$ cat src/core/adc_col_regs.vh
`ifndef ADC_COL_REGS_VH
`define ADC_COL_REGS_VH
// Register word offsets (byte address = 4 * index)
`define ADC_REG_CTRL     4'h0
`define ADC_REG_SER      4'h1
`define ADC_REG_TIMEOUT  4'h2
`define ADC_REG_STATUS   4'h3
`define ADC_REG_DATA     4'h4
`define ADC_REG_COUNT    4'h5
// Control fields
`define ADC_CTRL_MODE_LO   0
`define ADC_CTRL_MODE_HI   1
`define ADC_CTRL_STB_LO    2
`define ADC_CTRL_STB_HI    3
`define ADC_CTRL_STB_FALL  4
`define ADC_CTRL_PG0       5
`define ADC_CTRL_PG1       6
`define ADC_CTRL_TWOS      7
`define ADC_CTRL_ENABLE    8
// Serial fields
`define ADC_SER_CLK_LO     0
`define ADC_SER_CLK_HI     2
`define ADC_SER_DAT_LO     3
`define ADC_SER_DAT_HI     5
`define ADC_SER_FS_LO      6
`define ADC_SER_FS_HI      7
`define ADC_SER_CLK_FALL   8
`define ADC_SER_FS_FALL    9
`define ADC_SER_LSB_FIRST  10
`define ADC_SER_LEN_LO     12
`define ADC_SER_LEN_HI     16
// Modes
`define ADC_MODE_PAR     2'h0
`define ADC_MODE_SER     2'h1
`define ADC_MODE_BYTE    2'h2
`define ADC_MODE_I2S     2'h3
// Reset values and word length limits
`define ADC_CTRL_RST     9'h000
`define ADC_SER_RST      17'h10000
`define ADC_TIMEOUT_RST  32'h00989680
`define ADC_LEN_MIN      5'h06
`define ADC_LEN_MAX      5'h10
`endif

$ cat src/core/adc_col_top.v
// Contract
// - Sample one word on each selected strobe edge, at any rate.
// - Capture strobe is any of four lines, rising or falling edge.
// - Lines 0 and 1 come from card or pattern generator by config.
// - Only coupling to the pattern generator is the four strobe lines.
// - Generator strobes capture without a device; device strobes need it running.
// - Modes: parallel, serial, byte bus, I2S; bytes taken on strobe edge.
// - Serial capture uses clock, data and frame sync wires.
// - Serial clock from strobe lines or data bits 0, 1, 14, 15.
// - One bit shifted per selected serial clock edge, rising or falling.
// - Serial data from strobe lines or data bits 2, 3, 12, 13.
// - Frame sync from strobe lines; its edge loads the output latch.
// - Word length any value 6 through 16 bits.
// - First bit is msb or lsb by configuration.
// - Shift register is static, no minimum serial clock rate.
// - I2S: falling edge takes left words, rising edge right words; code takes only the set strobe edge.
// - Words read as straight binary or two's complement by config.
//
// Chosen here: the address map and the Avalon-MM register port.
`timescale 1ns/1ps
`default_nettype none
`include "adc_col_regs.vh"
module adc_col_top (
	input  wire        clk_i,
	input  wire        rstn_i,
	input  wire [3:0]  avs_address,
	input  wire        avs_read,
	input  wire        avs_write,
	input  wire [31:0] avs_writedata,
	output reg  [31:0] avs_readdata,
	output reg         avs_waitrequest,
	input  wire [15:0] dut_data_i,
	input  wire        strobe_line_0_card_i,
	input  wire        strobe_line_1_card_i,
	input  wire [3:0]  strobe_pg_i,
	output reg  [15:0] word_o,
	output reg         word_vld_o,
	output reg         word_left_o,
	output reg         no_dut_o
);
	////////////////////////////////////////////////////////////////////////
	// Registers
	reg  [8:0]  ctrl;
	reg  [16:0] ser;
	reg  [31:0] timeout;
	reg  [31:0] idle_cnt;
	reg  [31:0] word_cnt;
	reg         clr_pend;
	reg         ack;

	wire [1:0] mode      = ctrl[`ADC_CTRL_MODE_HI:`ADC_CTRL_MODE_LO];
	wire [1:0] stb_sel   = ctrl[`ADC_CTRL_STB_HI:`ADC_CTRL_STB_LO];
	wire       stb_fall  = ctrl[`ADC_CTRL_STB_FALL];
	wire       twos      = ctrl[`ADC_CTRL_TWOS];
	wire       enable    = ctrl[`ADC_CTRL_ENABLE];
	wire [2:0] sclk_sel  = ser[`ADC_SER_CLK_HI:`ADC_SER_CLK_LO];
	wire [2:0] sdat_sel  = ser[`ADC_SER_DAT_HI:`ADC_SER_DAT_LO];
	wire [1:0] fs_sel    = ser[`ADC_SER_FS_HI:`ADC_SER_FS_LO];
	wire       sclk_fall = ser[`ADC_SER_CLK_FALL];
	wire       fs_fall   = ser[`ADC_SER_FS_FALL];
	wire       lsb_first = ser[`ADC_SER_LSB_FIRST];
	wire [4:0] len_raw   = ser[`ADC_SER_LEN_HI:`ADC_SER_LEN_LO];
	// Out-of-range lengths are clamped rather than refused
	wire [4:0] len = (len_raw < `ADC_LEN_MIN) ? `ADC_LEN_MIN :
		(len_raw > `ADC_LEN_MAX) ? `ADC_LEN_MAX : len_raw;

	////////////////////////////////////////////////////////////////////////
	// Pin synchronisers; the generator only reaches us via these lines
	wire [3:0]  stb_raw;
	reg  [3:0]  stb_m;
	reg  [3:0]  stb_s;
	reg  [3:0]  stb_d;
	reg  [15:0] dat_m;
	reg  [15:0] dat_s;
	reg  [15:0] dat_d;

	assign stb_raw[0] = ctrl[`ADC_CTRL_PG0] ? strobe_pg_i[0] : strobe_line_0_card_i;
	assign stb_raw[1] = ctrl[`ADC_CTRL_PG1] ? strobe_pg_i[1] : strobe_line_1_card_i;
	assign stb_raw[3:2] = strobe_pg_i[3:2];

	always @(posedge clk_i or negedge rstn_i) begin
		if (!rstn_i) begin
			stb_m <= 4'h0;
			stb_s <= 4'h0;
			stb_d <= 4'h0;
			dat_m <= 16'h0000;
			dat_s <= 16'h0000;
			dat_d <= 16'h0000;
		end else begin
			stb_m <= stb_raw;
			stb_s <= stb_m;
			stb_d <= stb_s;
			dat_m <= dut_data_i;
			dat_s <= dat_m;
			dat_d <= dat_s;
		end
	end

	// Pick a rising or falling edge on a synchronised line
	function edge_of;
		input now;
		input was;
		input fall;
		begin
			edge_of = fall ? (was & ~now) : (now & ~was);
		end
	endfunction

	// Eight-way source pick: strobe lines, then four data bits
	function pick8;
		input [2:0] sel;
		input [3:0] stb;
		input [3:0] dbits;
		begin
			pick8 = sel[2] ? dbits[sel[1:0]] : stb[sel[1:0]];
		end
	endfunction

	////////////////////////////////////////////////////////////////////////
	// Edge detection
	wire cap_edge = edge_of(stb_s[stb_sel], stb_d[stb_sel], stb_fall);
	wire [3:0] ck_now = {dat_s[15], dat_s[14], dat_s[1], dat_s[0]};
	wire [3:0] ck_was = {dat_d[15], dat_d[14], dat_d[1], dat_d[0]};
	wire [3:0] dt_now = {dat_s[13], dat_s[12], dat_s[3], dat_s[2]};
	wire sclk_now = pick8(sclk_sel, stb_s, ck_now);
	wire sclk_was = pick8(sclk_sel, stb_d, ck_was);
	// Data read from the delayed stage so it is the value before the edge
	wire sdat_bit = pick8(sdat_sel, stb_d, {dat_d[13], dat_d[12], dat_d[3], dat_d[2]});
	wire ser_mode = (mode == `ADC_MODE_SER);
	wire shift_ev = enable & ser_mode & edge_of(sclk_now, sclk_was, sclk_fall);
	// Frame sync sampled with the clock; the far end keeps it off shift edges
	wire frame_ev = enable & ser_mode & edge_of(stb_s[fs_sel], stb_d[fs_sel], fs_fall);
	wire [3:0] unused_dt = dt_now;

	wire [15:0] ser_word;
	wire        ser_vld;

	adc_col_deser u_deser (
		.clk_i       (clk_i),
		.rstn_i      (rstn_i),
		.shift_i     (shift_ev),
		.bit_i       (sdat_bit),
		.frame_i     (frame_ev),
		.len_i       (len),
		.lsb_first_i (lsb_first),
		.word_o      (ser_word),
		.word_vld_o  (ser_vld)
	);

	////////////////////////////////////////////////////////////////////////
	// Word assembly
	wire par_ev = enable & (mode != `ADC_MODE_SER) & cap_edge;
	reg  [15:0] raw_word;
	reg         raw_vld;

	// Low bits below the word length read zero, as do unconnected pins
	function [15:0] len_mask;
		input [4:0] n;
		begin
			len_mask = ~(16'hffff >> n);
		end
	endfunction

	always @* begin
		raw_word = 16'h0000;
		raw_vld  = 1'b0;
		if (ser_vld) begin
			raw_word = ser_word;
			raw_vld  = 1'b1;
		end else if (par_ev) begin
			raw_vld = 1'b1;
			if (mode == `ADC_MODE_BYTE)
				raw_word = {dat_d[15:8], 8'h00};
			else
				raw_word = dat_d & len_mask(len);
		end
	end

	////////////////////////////////////////////////////////////////////////
	// Output stream and timeout watch
	always @(posedge clk_i or negedge rstn_i) begin
		if (!rstn_i) begin
			word_o      <= 16'h0000;
			word_vld_o  <= 1'b0;
			word_left_o <= 1'b0;
			word_cnt    <= 32'h00000000;
			idle_cnt    <= 32'h00000000;
			no_dut_o    <= 1'b0;
		end else begin
			word_vld_o <= raw_vld;
			if (raw_vld) begin
				// Straight binary is shown as two's complement by flipping msb
				word_o      <= twos ? raw_word : (raw_word ^ 16'h8000);
				word_left_o <= (mode == `ADC_MODE_I2S) & stb_fall;
				word_cnt    <= word_cnt + 32'h00000001;
			end
			// Counter parks at the limit; a shortened limit still trips at once
			if (raw_vld | shift_ev | ~enable)
				idle_cnt <= 32'h00000000;
			else if (idle_cnt < timeout)
				idle_cnt <= idle_cnt + 32'h00000001;
			// Set wins over a simultaneous status register clear; a word in the same cycle clears instead
			if (enable & ~raw_vld & (idle_cnt >= timeout))
				no_dut_o <= 1'b1;
			else if (clr_pend | raw_vld)
				no_dut_o <= 1'b0;
		end
	end

	////////////////////////////////////////////////////////////////////////
	// Avalon-MM slave: one wait cycle, answer on the second edge
	always @(posedge clk_i or negedge rstn_i) begin
		if (!rstn_i) begin
			ctrl            <= `ADC_CTRL_RST;
			ser             <= `ADC_SER_RST;
			timeout         <= `ADC_TIMEOUT_RST;
			clr_pend        <= 1'b0;
			ack             <= 1'b0;
			avs_waitrequest <= 1'b1;
			avs_readdata    <= 32'h00000000;
		end else begin
			clr_pend        <= 1'b0;
			ack             <= (avs_read | avs_write) & ~ack;
			avs_waitrequest <= ~((avs_read | avs_write) & ~ack);
			if ((avs_read | avs_write) & ~ack) begin
				avs_readdata <= 32'h00000000;
				if (avs_write) begin
					case (avs_address)
					`ADC_REG_CTRL:    ctrl    <= avs_writedata[8:0];
					`ADC_REG_SER:     ser     <= avs_writedata[16:0];
					`ADC_REG_TIMEOUT: timeout <= avs_writedata;
					`ADC_REG_STATUS:  clr_pend <= avs_writedata[0];
					default:          ;
					endcase
				end else begin
					case (avs_address)
					`ADC_REG_CTRL:    avs_readdata <= {23'h000000, ctrl};
					`ADC_REG_SER:     avs_readdata <= {15'h0000, ser};
					`ADC_REG_TIMEOUT: avs_readdata <= timeout;
					`ADC_REG_STATUS:  avs_readdata <= {28'h0000000, unused_dt[0] & 1'b0,
						word_left_o, enable, no_dut_o};
					`ADC_REG_DATA:    avs_readdata <= {16'h0000, word_o};
					`ADC_REG_COUNT:   avs_readdata <= word_cnt;
					default:          avs_readdata <= 32'h00000000;
					endcase
				end
			end
		end
	end
endmodule // adc_col_top
`default_nettype wire

$ cat src/core/adc_col_deser.v
`timescale 1ns/1ps
`default_nettype none
// Serial shifter; runs off edge pulses from the sampled serial clock and sync
module adc_col_deser (
	input  wire        clk_i,
	input  wire        rstn_i,
	input  wire        shift_i,
	input  wire        bit_i,
	input  wire        frame_i,
	input  wire [4:0]  len_i,
	input  wire        lsb_first_i,
	output reg  [15:0] word_o,
	output reg         word_vld_o
);
	reg [15:0] shreg;
	integer    k;
	reg [15:0] aligned;

	// Static register: holds forever between shift edges, no minimum rate
	always @(posedge clk_i or negedge rstn_i) begin
		if (!rstn_i) begin
			shreg <= 16'h0000;
		end else if (shift_i) begin
			if (lsb_first_i) begin
				shreg <= {bit_i, shreg[15:1]};
			end else begin
				shreg <= {shreg[14:0], bit_i};
			end
		end
	end

	// Align the last len bits so the first bit lands on bit 15 when msb first
	always @* begin
		aligned = 16'h0000;
		for (k = 0; k < 16; k = k + 1) begin
			if (lsb_first_i) begin
				if (k < len_i)
					aligned[15 - k] = shreg[15 - k];
			end else begin
				if (k < len_i)
					aligned[15 - k] = shreg[len_i - 1 - k];
			end
		end
	end

	// Second stage latch on the chosen frame sync edge
	always @(posedge clk_i or negedge rstn_i) begin
		if (!rstn_i) begin
			word_o     <= 16'h0000;
			word_vld_o <= 1'b0;
		end else begin
			word_vld_o <= frame_i;
			if (frame_i)
				word_o <= aligned;
		end
	end
endmodule // adc_col_deser
`default_nettype wire

$ cat config.mk
export PLATFORM = sky130hd
export DESIGN_NAME = adc_col_top
export DESIGN_NICKNAME = d
export VERILOG_FILES = /design/src/core/adc_col_top.v /design/src/core/adc_col_deser.v
export VERILOG_INCLUDE_DIRS = /design/src /design/src/core
export SDC_FILE = /design/constraint.sdc
export NUM_CORES = 1
export LEC_CHECK = 0
export CORE_MARGIN = 4
export CORE_UTILIZATION = 46
export DETAILED_ROUTE_END_ITERATION = 10
export DONT_BUFFER_PORTS = 1
export GPL_TIMING_DRIVEN = 0
export PLACE_DENSITY = 0.71
export RECOVER_POWER = 25
export SYNTH_ARGS = -nofsm -noshare
export SYNTH_HDL_FRONTEND = slang
export SYNTH_HIERARCHICAL = 1
export SYNTH_SLANG_ARGS = --single-unit
$ cat constraint.sdc
create_clock -name clk_i -period 11.4 [get_ports clk_i]
set_input_delay 0.57 -clock clk_i [delete_from_list [all_inputs] [get_ports clk_i]]
set_output_delay 0.57 -clock clk_i [all_outputs]
set_load 0.005 [all_outputs]
==> run metrics <==
CTS resizes=0; Inst Count DP=between 1,500 and 2,000; sequential-to-total area share from yosys stat=around 47%; # H-tree levels=1; DRC errors left=0; Area contributors post-synth=dfrtp_1 (46%), mux2_2 (5.2%), nand2_1 (3.3%); largest family of logic cells by synthesized area=compound AO/OA/AOI/OAI gates; drt via density=6.23; initial antenna violation count=2; post-route ant nets=0; Pint=2.16 mW; CP top delay family=buffers and inverters; routed len/inst=approximately 23 µm; post-route setup TNS=0 ns; # nets final=1,466; Post-Syn Area=between 10,000 and 15,000 µm²; worst slew pin tran=about 4.5 ns; Clock power frac=31.3%; number of port buffers=0; vias in the first global route=10,835; cts hold-fix bufs=1; gpl congestion=0.924; Clock Tree Buf Depth=3; ant diodes=0; Setup CP Type=primary input to asynchronous set/reset pin; chip width=~180 µm; Post-CTS Setup Bufs=0; WP depth=2; r2r worst-path depth=15; Synth async-reset ratio=100%; largest net degree at the start of global routing=between 200 and 300; Final min period=between 4 and 5 ns; Synth Area in Simple Gates=~15%; Synth Area in XOR/XNOR=2.88%; GRT overflow=0; Slew Limit Fails=83; normalized max-slew margin=-202%; GRT Util Overall=23.6%; Startpoint Class=primary input; #FFs+latches synth=around 270; Core ar.=between 30,000 and 40,000 µm²; mux cell area share after synthesis=a little under an eighth; leading area contributor after synthesis=dfrtp_1; Pleak=between 6 and 7 nW; Slowest-stage cell, CP=clkbuf_1; Synth top area share=45.5%; fill count=around 2,700; Root Driver=clkbuf_16; CTS tree=yes; Distinct cells, synth=85; Hold WC Path Type=primary input to flop; count of final setup violators=0; Sw Share=a little over a third; failing checks=max-capacitance violations, max-slew violations; Hold Vio Cnt, Final=0; combinational fraction of design power=~30%; Syn Area/Cell=10.7 µm²; fmax=around 210 MHz; non-filler cells, final=approximately 1,800; Worst Skew=between 0.02 and 0.03 ns; syn_nets=about 1,400; routed vias=11,128; CP Cell Sequence=dlygate4sd3_1 -> clkbuf_1; Adder-Cell Fraction of Synth Area=approximately 3.3%; Total Wirelength=approximately 40,000 µm; FF+latch area=between 6000 and 7000 µm²; commonest cells after routing, fill and taps aside=dfrtp_1 (259), nand2_1 (127), mux2_2 (66); initial drt markers=948; outcome=finished with violations; Synth Area in Compound Gates=15.7%; first-pass GRT wire length=63,000 µm; hold path depth=0; FP Rows=64; Area Growth Syn to Fin=11.4%; max cap viols=1; top_reg_cell synth=dfrtp_1; area of the multi-input gates=6910 µm²; CP required=~11 ns; Final Cell Area=roughly 16,000 µm²; Post-Syn Instances=approximately 1,300; pwr dens=about 210 nW/µm²; commonest non-fill, non-tap cell in the layout=dfrtp_1; Clock transition at path regs=about 0.06 ns; DRT Pass-1 Iters=5; Post-synth EDFFs=0; sw power=between 1 and 1.5 mW; delay of the slowest critical-path stage=about 3.2 ns; Worst Path Buf+Inv=2; CP Data Arrival Time=between 4 and 5 ns; Post-DP HPWL=just under 30,000 µm; Post-Place Cell Area=between 10,000 and 15,000 µm²; CTS Buf Count=30; layout cell share with drive strength beyond 1=16.2%; DIE AREA=between 30,000 and 40,000 µm²; Initial Utilization=46.5%; worst-path fanout max=83; Yosys warnings=6; crit share post-route=42.0%; Crit. End Element=asynchronous set/reset pin; io pins=approximately 110; worst vdd ir=183 µV; clk_lat worst skew=0.57 ns; RSZ-0062 raised after global routing=false; Die Y=184 µm; register share of total power=about two fifths; Clock Sinks=about 270
[routing by layer]
metal	vias up	GRT usage [%]	wire length, µm
li1	5015	-	-
met1	5574	31.6	16600
met2	445	37.6	18900
met3	90	6.39	3480
met4	4	7.39	1450
met5	-	0	27
[kinds of logic after synthesis]
logic type / Yosys count
buffers and inverters: 136
xor gates and xnor gates: 43
DFF: 269
muxes: 129
and+or+nand+nor: 391
adders and majority gates: 37
AOI/OAI and AO/OA: 327
[worst paths after layout]
kind | from | to | slack, ns
min in group asynchronous | rstn_i | avs_readdata[11] | 2.26
min reg2reg | dat_m[2] | dat_s[2] | 0.34
max in group clk_i | ser[14] | u_deser/word_o[13] | 6.84
max | rstn_i | idle_cnt[0] | 6.62
max reg2reg | ser[14] | u_deser/word_o[13] | 6.84
min | dut_data_i[11] | dat_m[11] | 0.03
[per-stage QoR]
step | power [mW] | hold WS [ns] | utilization, % | worst slack (ns)
after floorplan | 1.97 | 0.274 | - | 7.82
after global placement | 2.25 | 0.281 | 48.2 | 6.98
after detailed placement | 2.27 | 0.280 | 48.2 | 6.94
after CTS | 3.33 | 0.00514 | 51.8 | 6.92
after global routing | 3.51 | 0.00399 | 51.8 | 5.80
final | 3.33 | 0.0267 | 51.8 | 6.62
[Yosys cell counts (5+ instances only)]
cell type and count:
o21ai_0 56, nor3b_1 6, mux2i_1 43, a222oi_1 8, inv_1 48, ha_1 37, mux2_2 66, a22oi_1 35
or4_1 28, o2bb2ai_1 5, nor2b_1 12, dfstp_2 10, nand2b_1 23, nor2_1 57, nand3_1 29, a21o_1 9
nor4b_2 9, dfrtp_1 259, nor4b_1 7, buf_1 5, nand4_1 19, nor3_1 10, nand4b_1 5, a31oi_1 26
xnor2_1 11, buf_6 6, o22ai_1 7, and4_1 5, and3_1 11, buf_2 13, o21a_1 5, clkbuf_1 58
a21oi_2 27, nor4_1 13, xor2_1 29, o21ai_1 6, o31ai_1 29, and2_1 5, a211oi_1 7, a21oi_1 62
nand2_1 127, mux4_2 20
[power by group through the flow]
stage	sequential [mW]	combinational [mW]	clock (mW)
after floorplan	1.22	0.752	0
after global placement	1.31	0.936	0
after detailed placement	1.31	0.953	0
after CTS	1.30	0.979	1.06
after global routing	1.32	1.08	1.10
final	1.30	0.988	1.04
[registers in the layout, summed over array words and instances (netlist names), 4 cells and up]
name,count
avs_readdata,32
ctrl,9
dat_d,16
dat_m,16
dat_s,16
idle_cnt,32
ser,17
stb_d,4
stb_m,4
stb_s,4
timeout,32
u_deser/shreg,16
u_deser/word_o,16
word_cnt,32
word_o,16
[layout make-up]
class / count / area share [%]
Multi-Input combinational cell: 927 / 43.5
Sequential cell: 269 / 42.5
Clock buffer: 39 / 5.26
Tap cell: 396 / 3.12
Buffer: 86 / 2.52
Clock inverter: 17 / 1.58
Inverter: 50 / 1.18
Timing Repair Buffer: 3 / 0.260
Power figures use the tool's default switching activity.
